<file path="config.mk">
export PLATFORM = sky130hd
export DESIGN_NAME = htf_tx_fifo
export DESIGN_NICKNAME = d
export VERILOG_FILES = /design/src/core/htf_pkg.sv /design/src/core/htf_tx_fifo.sv
export VERILOG_INCLUDE_DIRS = /design/src /design/src/core
export SDC_FILE = /design/constraint.sdc
export NUM_CORES = 2
export LEC_CHECK = 0
export ABC_CLOCK_PERIOD_IN_PS = 3590
export BUFFER_PORTS_ARGS = -buffer_cell sky130_fd_sc_hd__buf_2
export CORE_UTILIZATION = 40
export DETAILED_ROUTE_END_ITERATION = 7
export GPL_TIMING_DRIVEN = 0
export PLACE_DENSITY = 0.66
export RECOVER_POWER = 100
export SYNTH_ARGS = -nofsm -noshare
export SYNTH_HDL_FRONTEND = slang
export SYNTH_SLANG_ARGS = --single-unit
</file>
<file path="constraint.sdc">
create_clock -name mclk_in -period 3.59 [get_ports mclk_in]
set_input_delay 0.5385 -clock mclk_in [delete_from_list [all_inputs] [get_ports mclk_in]]
set_output_delay 0.5385 -clock mclk_in [all_outputs]
set_load 0.005 [all_outputs]
</file>
<file path="src/core/htf_cfg.svh">
/*
  Offsets, field positions, reset values and timing counts of the HDLC
  transmit FIFO, host side.
  Assumes a 125 MHz core clock and an 8-bit byte register address.
*/
`ifndef HTF_CFG_SVH
`define HTF_CFG_SVH

// Register byte offsets
`define HTF_OFF_CTRL 8'hA0
`define HTF_OFF_DATA 8'hA2
`define HTF_OFF_STAT 8'hA4
`define HTF_OFF_STKY 8'hA6
`define HTF_OFF_IEN 8'hA8

// Data register fields
`define HTF_DAT_BYTE_HI 15
`define HTF_DAT_BYTE_LO 8
`define HTF_DAT_LAST 0

// Control register fields
`define HTF_CTL_THR_HI 12
`define HTF_CTL_THR_LO 8
`define HTF_CTL_MSB 3
`define HTF_CTL_SRST 0
`define HTF_THR_RST 5'h10

// Event bit positions, shared by sticky and enable registers
`define HTF_EV_SPACE 0
`define HTF_EV_EMPTY 1
`define HTF_EV_FULL 2
`define HTF_EV_PEND 3
`define HTF_EV_UNF 4
`define HTF_EV_OVF 5
`define HTF_EV_W 6

// FIFO geometry
`define HTF_DEPTH 9'h100
`define HTF_PTR_W 8
`define HTF_CNT_W 9
`define HTF_ONE_CNT 9'h001
`define HTF_ZERO_CNT 9'h000

// RAM power-up wait after soft reset release
`define HTF_CLK_NS 8
`define HTF_RAMUP_NS 40
`define HTF_RAMUP_CYC ((`HTF_RAMUP_NS + `HTF_CLK_NS - 1) / `HTF_CLK_NS)

`endif

</file>
<file path="src/core/htf_pkg.sv">
/*
  Types of the HDLC transmit FIFO: operating modes and the module state.
  Assumes htf_cfg.svh is on the include path.
*/
`include "htf_cfg.svh"

package htf_pkg;

  // Soft reset sequencing
  typedef enum logic [1:0] {
    HTF_RUN,
    HTF_HELD,
    HTF_PWRUP,
    HTF_SEEK
  } htf_mode_e;

  // Whole state of the FIFO block
  typedef struct packed {
    logic [255:0][8:0] mem;
    logic [`HTF_PTR_W-1:0] wp;
    logic [`HTF_PTR_W-1:0] rp;
    logic [`HTF_CNT_W-1:0] cnt;
    logic [4:0] thr;
    logic msb_first;
    logic soft_rst;
    logic [`HTF_EV_W-1:0] sticky;
    logic [`HTF_EV_W-1:0] ien;
    logic last_mark;
    logic host_in_pkt;
    htf_mode_e mode;
    logic [3:0] pwr_cnt;
    logic prev_empty;
    logic prev_space;
    logic prev_full;
    logic [7:0] sh;
    logic [2:0] bits_left;
    logic sh_msb;
    logic sh_last;
    logic tx_in_pkt;
    logic bit_val;
    logic bit_valid;
    logic bit_last;
    logic [15:0] rdata;
  } htf_state_s;

endpackage : htf_pkg

</file>
<file path="src/core/htf_tx_fifo.sv">
/*
  HDLC transmit FIFO, host side: 256-byte buffer filled through a data
  register, drained bit by bit by the packet processor, with live status,
  sticky events and one level interrupt.
  Assumes a single clock, a register master that never waits and a packet
  processor that requests one bit per pulse.
*/
`timescale 1ns/1ps

////////////////////////////////////////////////////////////////////////////////
module htf_tx_fifo
  import htf_pkg::*;
(
  input wire logic mclk_in,
  input wire logic rst_b_in,
  input wire logic [7:0] reg_addr_in,
  input wire logic [15:0] reg_wdata_in,
  input wire logic [1:0] reg_be_in,
  input wire logic reg_wr_in,
  input wire logic reg_rd_in,
  output logic [15:0] reg_rdata_out,
  input wire logic port_global_irq_en_in,
  input wire logic tx_bit_req_in,
  output logic tx_bit_out,
  output logic tx_bit_valid_out,
  output logic tx_bit_pkt_end_out,
  output logic irq_out
);

  ////////////////////////////////////////////////////////////////////////////
  // Address decode shared by the write and read paths
  function automatic logic reg_hit(input logic [7:0] addr, input logic [7:0] off);
    reg_hit = (addr == off);
  endfunction : reg_hit

  htf_state_s s_q;
  htf_state_s s_d;

  logic [`HTF_CNT_W-1:0] free_bytes;
  logic [`HTF_CNT_W-1:0] thr_bytes;
  logic [5:0] tx_free_groups;
  logic tx_fifo_full;
  logic tx_fifo_empty;
  logic tx_space_ok;
  logic data_wr_hi;
  logic wr_open;
  logic push;
  logic pop;
  logic need_byte;
  logic underflow;
  logic overflow;
  logic [`HTF_EV_W-1:0] events;
  logic [8:0] head;
  logic [7:0] tx_byte_value;
  logic tx_byte_is_last;

  ////////////////////////////////////////////////////////////////////////////
  // Live status
  assign free_bytes = `HTF_DEPTH - s_q.cnt;
  assign tx_free_groups = free_bytes[8:3];
  assign tx_fifo_full = (s_q.cnt == `HTF_DEPTH);
  assign tx_fifo_empty = (s_q.cnt == `HTF_ZERO_CNT);
  assign thr_bytes = {1'b0, s_q.thr, 3'b000} + `HTF_ONE_CNT;
  assign tx_space_ok = (free_bytes >= thr_bytes);

  // Write acceptance: held mode drops all, seek mode waits for a packet start
  assign tx_byte_value = reg_wdata_in[`HTF_DAT_BYTE_HI:`HTF_DAT_BYTE_LO];
  assign tx_byte_is_last = reg_be_in[0] ? reg_wdata_in[`HTF_DAT_LAST] : s_q.last_mark;
  assign data_wr_hi = reg_wr_in && reg_be_in[1] && reg_hit(reg_addr_in, `HTF_OFF_DATA);
  assign wr_open = (s_q.mode == HTF_RUN) || (s_q.mode == HTF_SEEK && !s_q.host_in_pkt);
  assign overflow = data_wr_hi && wr_open && tx_fifo_full;
  assign push = data_wr_hi && wr_open && !tx_fifo_full;

  // Drain side: a new byte is needed when the shifter has run dry
  assign need_byte = tx_bit_req_in && (s_q.bits_left == 3'h0) && (s_q.mode != HTF_HELD);
  assign pop = need_byte && !tx_fifo_empty;
  assign underflow = need_byte && tx_fifo_empty && s_q.tx_in_pkt;
  assign head = s_q.mem[s_q.rp];

  // Event sources
  always_comb begin
    events = '0;
    events[`HTF_EV_OVF] = overflow;
    events[`HTF_EV_UNF] = underflow;
    events[`HTF_EV_PEND] = pop && head[8];
    events[`HTF_EV_FULL] = tx_fifo_full && !s_q.prev_full;
    events[`HTF_EV_EMPTY] = tx_fifo_empty && !s_q.prev_empty;
    events[`HTF_EV_SPACE] = tx_space_ok && !s_q.prev_space;
    if (s_q.mode == HTF_HELD && !s_q.soft_rst) begin
      events[`HTF_EV_EMPTY] = 1'b1;
      events[`HTF_EV_SPACE] = 1'b1;
    end
  end

  ////////////////////////////////////////////////////////////////////////////
  // Next state
  always_comb begin
    s_d = s_q;
    s_d.prev_empty = tx_fifo_empty;
    s_d.prev_space = tx_space_ok;
    s_d.prev_full = tx_fifo_full;
    s_d.bit_valid = 1'b0;
    s_d.bit_last = 1'b0;
    s_d.rdata = 16'h0000;

    // Register writes
    if (reg_wr_in && reg_hit(reg_addr_in, `HTF_OFF_CTRL)) begin
      if (reg_be_in[1]) begin
        s_d.thr = reg_wdata_in[`HTF_CTL_THR_HI:`HTF_CTL_THR_LO];
      end
      if (reg_be_in[0]) begin
        s_d.msb_first = reg_wdata_in[`HTF_CTL_MSB];
        s_d.soft_rst = reg_wdata_in[`HTF_CTL_SRST];
      end
    end
    if (reg_wr_in && reg_be_in[0] && reg_hit(reg_addr_in, `HTF_OFF_IEN)) begin
      s_d.ien = reg_wdata_in[`HTF_EV_W-1:0];
    end
    if (reg_wr_in && reg_be_in[0] && reg_hit(reg_addr_in, `HTF_OFF_DATA)) begin
      s_d.last_mark = reg_wdata_in[`HTF_DAT_LAST];
    end

    // Sticky events: clear by one, a new event wins
    if (reg_wr_in && reg_be_in[0] && reg_hit(reg_addr_in, `HTF_OFF_STKY)) begin
      s_d.sticky = s_q.sticky & ~reg_wdata_in[`HTF_EV_W-1:0];
    end
    s_d.sticky = s_d.sticky | events;

    // Host packet tracking, kept across soft reset
    if (data_wr_hi && s_q.mode != HTF_HELD) begin
      s_d.host_in_pkt = !tx_byte_is_last;
    end

    // Push
    if (push) begin
      s_d.mem[s_q.wp] = {tx_byte_is_last, tx_byte_value};
      s_d.wp = s_q.wp + 8'h01;
    end

    // Serializer
    if (tx_bit_req_in && s_q.mode != HTF_HELD) begin
      if (s_q.bits_left != 3'h0) begin
        s_d.bits_left = s_q.bits_left - 3'h1;
        s_d.bit_valid = 1'b1;
        if (s_q.sh_msb) begin
          s_d.bit_val = s_q.sh[7];
          s_d.sh = {s_q.sh[6:0], 1'b0};
        end else begin
          s_d.bit_val = s_q.sh[0];
          s_d.sh = {1'b0, s_q.sh[7:1]};
        end
        s_d.bit_last = s_q.sh_last && (s_q.bits_left == 3'h1);
      end else if (pop) begin
        s_d.rp = s_q.rp + 8'h01;
        s_d.tx_in_pkt = !head[8];
        s_d.sh_msb = s_q.msb_first;
        s_d.sh_last = head[8];
        s_d.bits_left = 3'h7;
        s_d.bit_valid = 1'b1;
        if (s_q.msb_first) begin
          s_d.bit_val = head[7];
          s_d.sh = {head[6:0], 1'b0};
        end else begin
          s_d.bit_val = head[0];
          s_d.sh = {1'b0, head[7:1]};
        end
      end
    end
    if (underflow) begin
      s_d.tx_in_pkt = 1'b0;  // Packet lost, restart on next byte
    end

    // Occupancy
    s_d.cnt = s_q.cnt + (push ? `HTF_ONE_CNT : `HTF_ZERO_CNT) - (pop ? `HTF_ONE_CNT : `HTF_ZERO_CNT);

    // Soft reset sequencing
    unique case (s_q.mode)
      HTF_RUN, HTF_SEEK: begin
        if (s_q.soft_rst) begin
          s_d.mode = HTF_HELD;
        end else if (push) begin
          s_d.mode = HTF_RUN;
        end
      end
      HTF_HELD: begin
        if (!s_q.soft_rst) begin
          s_d.mode = HTF_PWRUP;
          s_d.pwr_cnt = 4'(`HTF_RAMUP_CYC);
        end
      end
      HTF_PWRUP: begin
        if (s_q.soft_rst) begin
          s_d.mode = HTF_HELD;
        end else if (s_q.pwr_cnt == 4'h1) begin
          s_d.mode = HTF_SEEK;
        end
        s_d.pwr_cnt = s_q.pwr_cnt - 4'h1;
      end
    endcase
    if (s_q.soft_rst || s_q.mode == HTF_HELD) begin
      // Flush and halt
      s_d.wp = '0;
      s_d.rp = '0;
      s_d.cnt = '0;
      s_d.bits_left = 3'h0;
      s_d.tx_in_pkt = 1'b0;
      s_d.bit_valid = 1'b0;
      s_d.bit_last = 1'b0;  // A cut byte never shows a packet end
    end

    // Register reads, data one cycle later
    if (reg_rd_in) begin
      if (reg_hit(reg_addr_in, `HTF_OFF_CTRL)) begin
        s_d.rdata[`HTF_CTL_THR_HI:`HTF_CTL_THR_LO] = s_q.thr;
        s_d.rdata[`HTF_CTL_MSB] = s_q.msb_first;
        s_d.rdata[`HTF_CTL_SRST] = s_q.soft_rst;
      end else if (reg_hit(reg_addr_in, `HTF_OFF_STAT)) begin
        s_d.rdata = {2'b00, tx_free_groups, 5'b00000, tx_fifo_full, tx_fifo_empty, tx_space_ok};
      end else if (reg_hit(reg_addr_in, `HTF_OFF_STKY)) begin
        s_d.rdata[`HTF_EV_W-1:0] = s_q.sticky;
      end else if (reg_hit(reg_addr_in, `HTF_OFF_IEN)) begin
        s_d.rdata[`HTF_EV_W-1:0] = s_q.ien;
      end
      // Data register and unmapped addresses read zero
    end
  end

  ////////////////////////////////////////////////////////////////////////////
  // State register
  always_ff @(posedge mclk_in or negedge rst_b_in) begin
    if (!rst_b_in) begin
      s_q <= '0;
      s_q.thr <= `HTF_THR_RST;
      s_q.mode <= HTF_RUN;
      s_q.prev_empty <= 1'b1;
      s_q.prev_space <= 1'b1;
    end else begin
      s_q <= s_d;
    end
  end

  // Outputs
  assign reg_rdata_out = s_q.rdata;
  assign tx_bit_out = s_q.bit_val;
  assign tx_bit_valid_out = s_q.bit_valid;
  assign tx_bit_pkt_end_out = s_q.bit_last;
  assign irq_out = port_global_irq_en_in && |(s_q.sticky & s_q.ien);
endmodule : htf_tx_fifo

</file>
**Yosys cells after proc, flatten, opt, wreduce, memory -nomap -nowiden**

Cells that the tools add are included.

- Register bits: 2392
- Logic and storage cells: 421
- Output and inout bits: 20
- Bits of input ports: 32

- $lt $le $gt $ge: 4
- Bitwise gates (word level): 5
- Reductions and logical operators: 60
- Equality and inequality tests: 17
- $add $sub $neg: 8
- Muxes and demuxes: 47

Operators by type and width:

| operator | number |
|---|---|
| bitwise mux 2304 bit | 1 |
| binary-select mux 9 bit (select 8 bit) | 1 |
| demux 9 bit (select 8 bit) | 1 |
| 2-to-1 mux 8 bit | 7 |
| equality test 8 bit, second input constant | 5 |
| 2-to-1 mux 16 bit | 2 |
| 2-to-1 mux 6 bit | 5 |
| 2-to-1 mux 9 bit | 3 |
| logical AND 1 bit | 26 |
| 2-to-1 mux 25 bit | 1 |
| less-than comparator 8 x 9 -> 1 bit, second input constant | 2 |
| adder 8 x 1 -> 8 bit, second input constant | 2 |
| 2-to-1 mux 2 bit | 8 |
| AND 6 bit | 2 |
| AND reduction 3 bit | 4 |
| nonzero test 3 bit | 4 |
| 2-to-1 mux 11 bit | 1 |
| 2-to-1 mux 1 bit | 10 |
| AND reduction 2 bit | 5 |
| nonzero test 2 bit | 5 |
| adder 8 x 1 -> 9 bit, second input constant | 1 |
| adder 9 x 1 -> 9 bit | 1 |
| equality test 9 bit, second input constant | 1 |
| greater-or-equal comparator 9 bit | 1 |
| 28 further kinds | 42 |

**Longest topological paths before layout**

- Depth in word-level cells: 9
- Gate-level depth with buffers: 19
- Mapped depth without buffers: 18

**Least setup slack after synthesis**

No wires, ideal clock.

- Path kind: in2reg
- From: input port reg_addr_in[6]
- To: register s_q[71] (netlist name)
- Setup time: 78 ps
- Data required time: 3512 ps
- Path buffers: 1
- Data arrival time: 3417 ps
- Slack: 95 ps
- Stages: 16
- Cells stage by stage: nor4b_2 nand4_1 nor4_4 and2_1 buf_4 xor2_1 ha_1 fa_1 nand2b_1 a21oi_1 o21bai_1 a21oi_1 o21bai_1 a21oi_1 or3_1 a21oi_1

RTL lines:

| element | RTL line | RTL |
|---|---|---|
| from (decl) | htf_tx_fifo.sv:16 | `input wire logic [7:0] reg_addr_in,` |
| to (decl) | htf_tx_fifo.sv:36 | `htf_state_s s_q;` |

**Worst setup path after layout**

- From: register s_q[77] (netlist name)
- To: register s_q[31] (netlist name)

- Longest elaborated chain between the ends: 5

Ends and longest elaborated chain:

| element | RTL line | RTL |
|---|---|---|
| binary-select mux 9 bit (select 8 bit) | htf_tx_fifo.sv:78 | `assign head = s_q.mem[s_q.rp];` |
| 2-to-1 mux 9 bit (implied by the code) | htf_tx_fifo.sv:78 |  |
| 2-to-1 mux 8 bit | htf_tx_fifo.sv:160 | `if (s_q.msb_first) begin` |
| 2-to-1 mux 16 bit | htf_tx_fifo.sv:153 | `end else if (pop) begin` |
| 2-to-1 mux 11 bit | htf_tx_fifo.sv:142 | `if (s_q.bits_left != 3'h0) begin` |

Every way passes these cells. The select of a mux whose other input is x is not followed.
A chain may end at the register's enable or synchronous reset.

==> results.toml <==
[placement]
place_ws_ns = -4.26
placed_cells = 11500
port_buffers = 36
post_dp_cell_area_sq_um = 117000
gp_congestion = 1.05
dp_hpwl_um = 338000

[logic_synthesis]
synth_top_area_share_pct = 54.0
syn_area_per_cell_sq_um = 14.4
yosys-top-cells-count = "2385 x dfrtp_1, 1768 x mux2_2, 462 x nand2_1"
synth_edf_count = 0
synth_area_sq_um = 111000
synth_area_leaders = "dfrtp_1 54%, mux2_2 18%, mux4_2 8.9%"
synth_most_common_cell = "dfrtp_1"
synth.distinct_cells = 87
synth_largest_area_cell = "dfrtp_1"
syn_inst = 7681
ys_ff_latch = 2388
ys_async_sr_fraction_pct = 100
yosysSeqAreaShare_pct = 54.0
synthFlopType = "dfrtp_1"
ys.warnings.count = 0

[grt]
grt_first_pass_wirelength_um = 689000
use_met1_pct = 43.8
grt.met2_usage_pct = 49.4
busiest_layer = "met2"
gr-usage-all-layers_pct = 36.9
grt_max_degree = 183
grt_pass1_vias = 77700
overflow = 0
grt_use_met3_pct = 17.9
antenna_found_initial = 64

[setup_path]
rr_worst_depth = 8
reg2reg_from = "s_q[77]$_DFFE_PN0P_"
rrSetupSlack_ns = -0.71
cp-end-kind = "flip-flop"
start_kind = "flip-flop"
timing.rr.end = "s_q[31]$_DFFE_PN0P_"
cp.arrival_ns = 5.02
critPathRequiredTime_ns = 4.32
cp_max_fo = 13
crit_type = "reg -> reg"

[sta]
finalClockSkew_ns = 0.0636
rsz0062_at_grt = "yes"
finalCriticalPeriod_ns = 4.30
setup_violations = 1587
max_freq_mhz = 233
slew_headroom_pct = -34.5
setup_slack_ns = -0.706
tightest_slew_ns = 2.02
hold_violations = 0
period_share_pct = 120
slew_viol_final = 722

[finish]
fin_area_sq_um = 133000
syn2layout_area_growth_pct = 20.3
final_net_count = 8449
drive_above_1_share_pct = 43.0
final_cells = 12300

[floorplanning]
start_util_pct = 40.3
num_rows = 192
die_area_sq_um = 279000
coreArea_sq_um = 274000
die_w_um = 528
io_pins = 52
fp.dieH_um = 528

[clock_network]
clockBufferDepth = 4
root_buffer = "clkbuf_16"
htreeDepth = 5
cts_inserted_buffers = 271
clkLatencyLatePin_ns = 0.90
clk_pin_slew_ns = 0.06
clkSinkCount = 2388
cts_tree = "done"

[min_path]
min_delay_path_depth = 2
whs_endpoint = "s_q[56]$_DFFE_PN0P_"
worst_hold_path_type = "in -> reg"
worstHoldStart = "reg_wdata_in[0]"

[detailed_routing]
via_per_inst = 6.58
wire_per_inst_um = 42.2
first_iter_violations = 11500
wirelength_um = 520000
drc = 1
dr_total_vias = 81100
ant_nets = 0
dr.pass1.iters = 8

[outcome]
violations = "DRC, capacitance limit, slew limit, setup timing"
outcome = "finished, violations left"

[run]
max-cap-violations = 8

[pwr]
power.leakage_nw = 63.1
vdd_drop_max_uv = 468
power.density_nw_per_um2 = 614
## power breakdown
part           total (mW)  switching (mW)  internal (mW)
Clock                28.1            11.8           16.3
Sequential           27.3           0.181           27.1
Combinational        26.3            17.4           8.91
## final cells by class
| class | instances | area (sq um) |
|---|---|---|
| Tap cell | 3686 | 4610 |
| Multi-Input combinational cell | 4664 | 49100 |
| Buffer | 571 | 5640 |
| Clock buffer | 402 | 7980 |
| Sequential cell | 2388 | 59800 |
| Inverter | 50 | 195 |
| Timing Repair Buffer | 432 | 4870 |
| Antenna cell | 67 | 168 |
| Fill cell | 23500 | 141000 |
| Clock inverter | 64 | 746 |
## worst max path at each step
stage | depth (start not counted) | slack [ns] | end | from
floorplan | 16 | 0.09 | s_q[71]$_DFF_PN0_ | reg_addr_in[6]
global placement | 1 | -49.35 | s_q[1003]$_DFFE_PN0P_ | rst_b_in
detailed placement | 13 | -4.26 | s_q[31]$_DFFE_PN0P_ | s_q[73]$_DFFE_PN0P_
CTS | 10 | -0.31 | s_q[31]$_DFFE_PN0P_ | s_q[75]$_DFFE_PN0P_
global route | 15 | -0.38 | tx_bit_out$_DFFE_PN0P_ | s_q[73]$_DFFE_PN0P_
finish | 8 | -0.71 | s_q[31]$_DFFE_PN0P_ | s_q[77]$_DFFE_PN0P_
## registers in the layout (all words and copies together), names as in the netlist
register,cells
tx_bit_out,1
tx_bit_pkt_end_out,1
s_q,2373
tx_bit_valid_out,1
reg_rdata_out,12
## layer usage
layer	vias up	routed length, um
met5	-	2240
met4	36	52500
met3	2010	74000
met2	6240	209000
met1	42700	182000
li1	30000	-
## kinds of logic after synthesis
| group | synth area share, % |
|---|---|
| DFF | 54.0 |
| adders and majority gates | 0.448 |
| buffers and inverters | 2.97 |
| xor gates and xnor gates | 0.198 |
| AOI/OAI and AO/OA | 4.61 |
| muxes | 33.6 |
| and+or+nand+nor | 4.17 |
| other | 0.00339 |
## stage by stage
| step | hold slack, ns | power [mW] | setup TNS [ns] | utilization, % |
|---|---|---|---|---|
| after floorplan | 0.243 | 35.1 | 0 | - |
| final | 0.0467 | 81.7 | -201.77 | 48.5 |
| after global routing | 0.0557 | 81.8 | -267.88 | 48.4 |
| after global placement | 0.409 | 45.6 | - | 42.1 |
| after detailed placement | 0.428 | 46.2 | -1867.91 | 42.6 |
| after CTS | -0.0447 | 78.4 | -6.11 | 47.9 |
## placed cells by master, fill, tap and decap left out, drive strengths merged, types with 88 or more instances in the layout
cell    Yosys  layout
mux2     2088    2088
o21ai     351     351
buf       209     566
mux2i     352     352
clkbuf    373     827
dfrtp    2385    2385
mux4      446     446
a21oi      88      88
nand3     148     148
nor2       91      91
nand2     502     502
## repair_timing
action | CTS | global route
pin swaps | 42 | 48
gates cloned | 1 | 5
endpoints found under the setup margin | 2063 | 1005
endpoints found under the hold margin | 132 | 2
setup buffers | 214 | 107
hold buffers | 12 | 2
gates resized for setup | 813 | 189
## worst max-delay path, stage by stage, from the launching register on
cell	delay (ns)
dfrtp_1	0.42
clkbuf_2	0.29
nand2_2	0.91
buf_2	0.98
a211oi_2	0.23
o41ai_4	0.65
o22ai_4	0.24
mux2i_2	0.24
o21ai_1	0.08
Note: power is estimated with default switching activity, not from simulation.
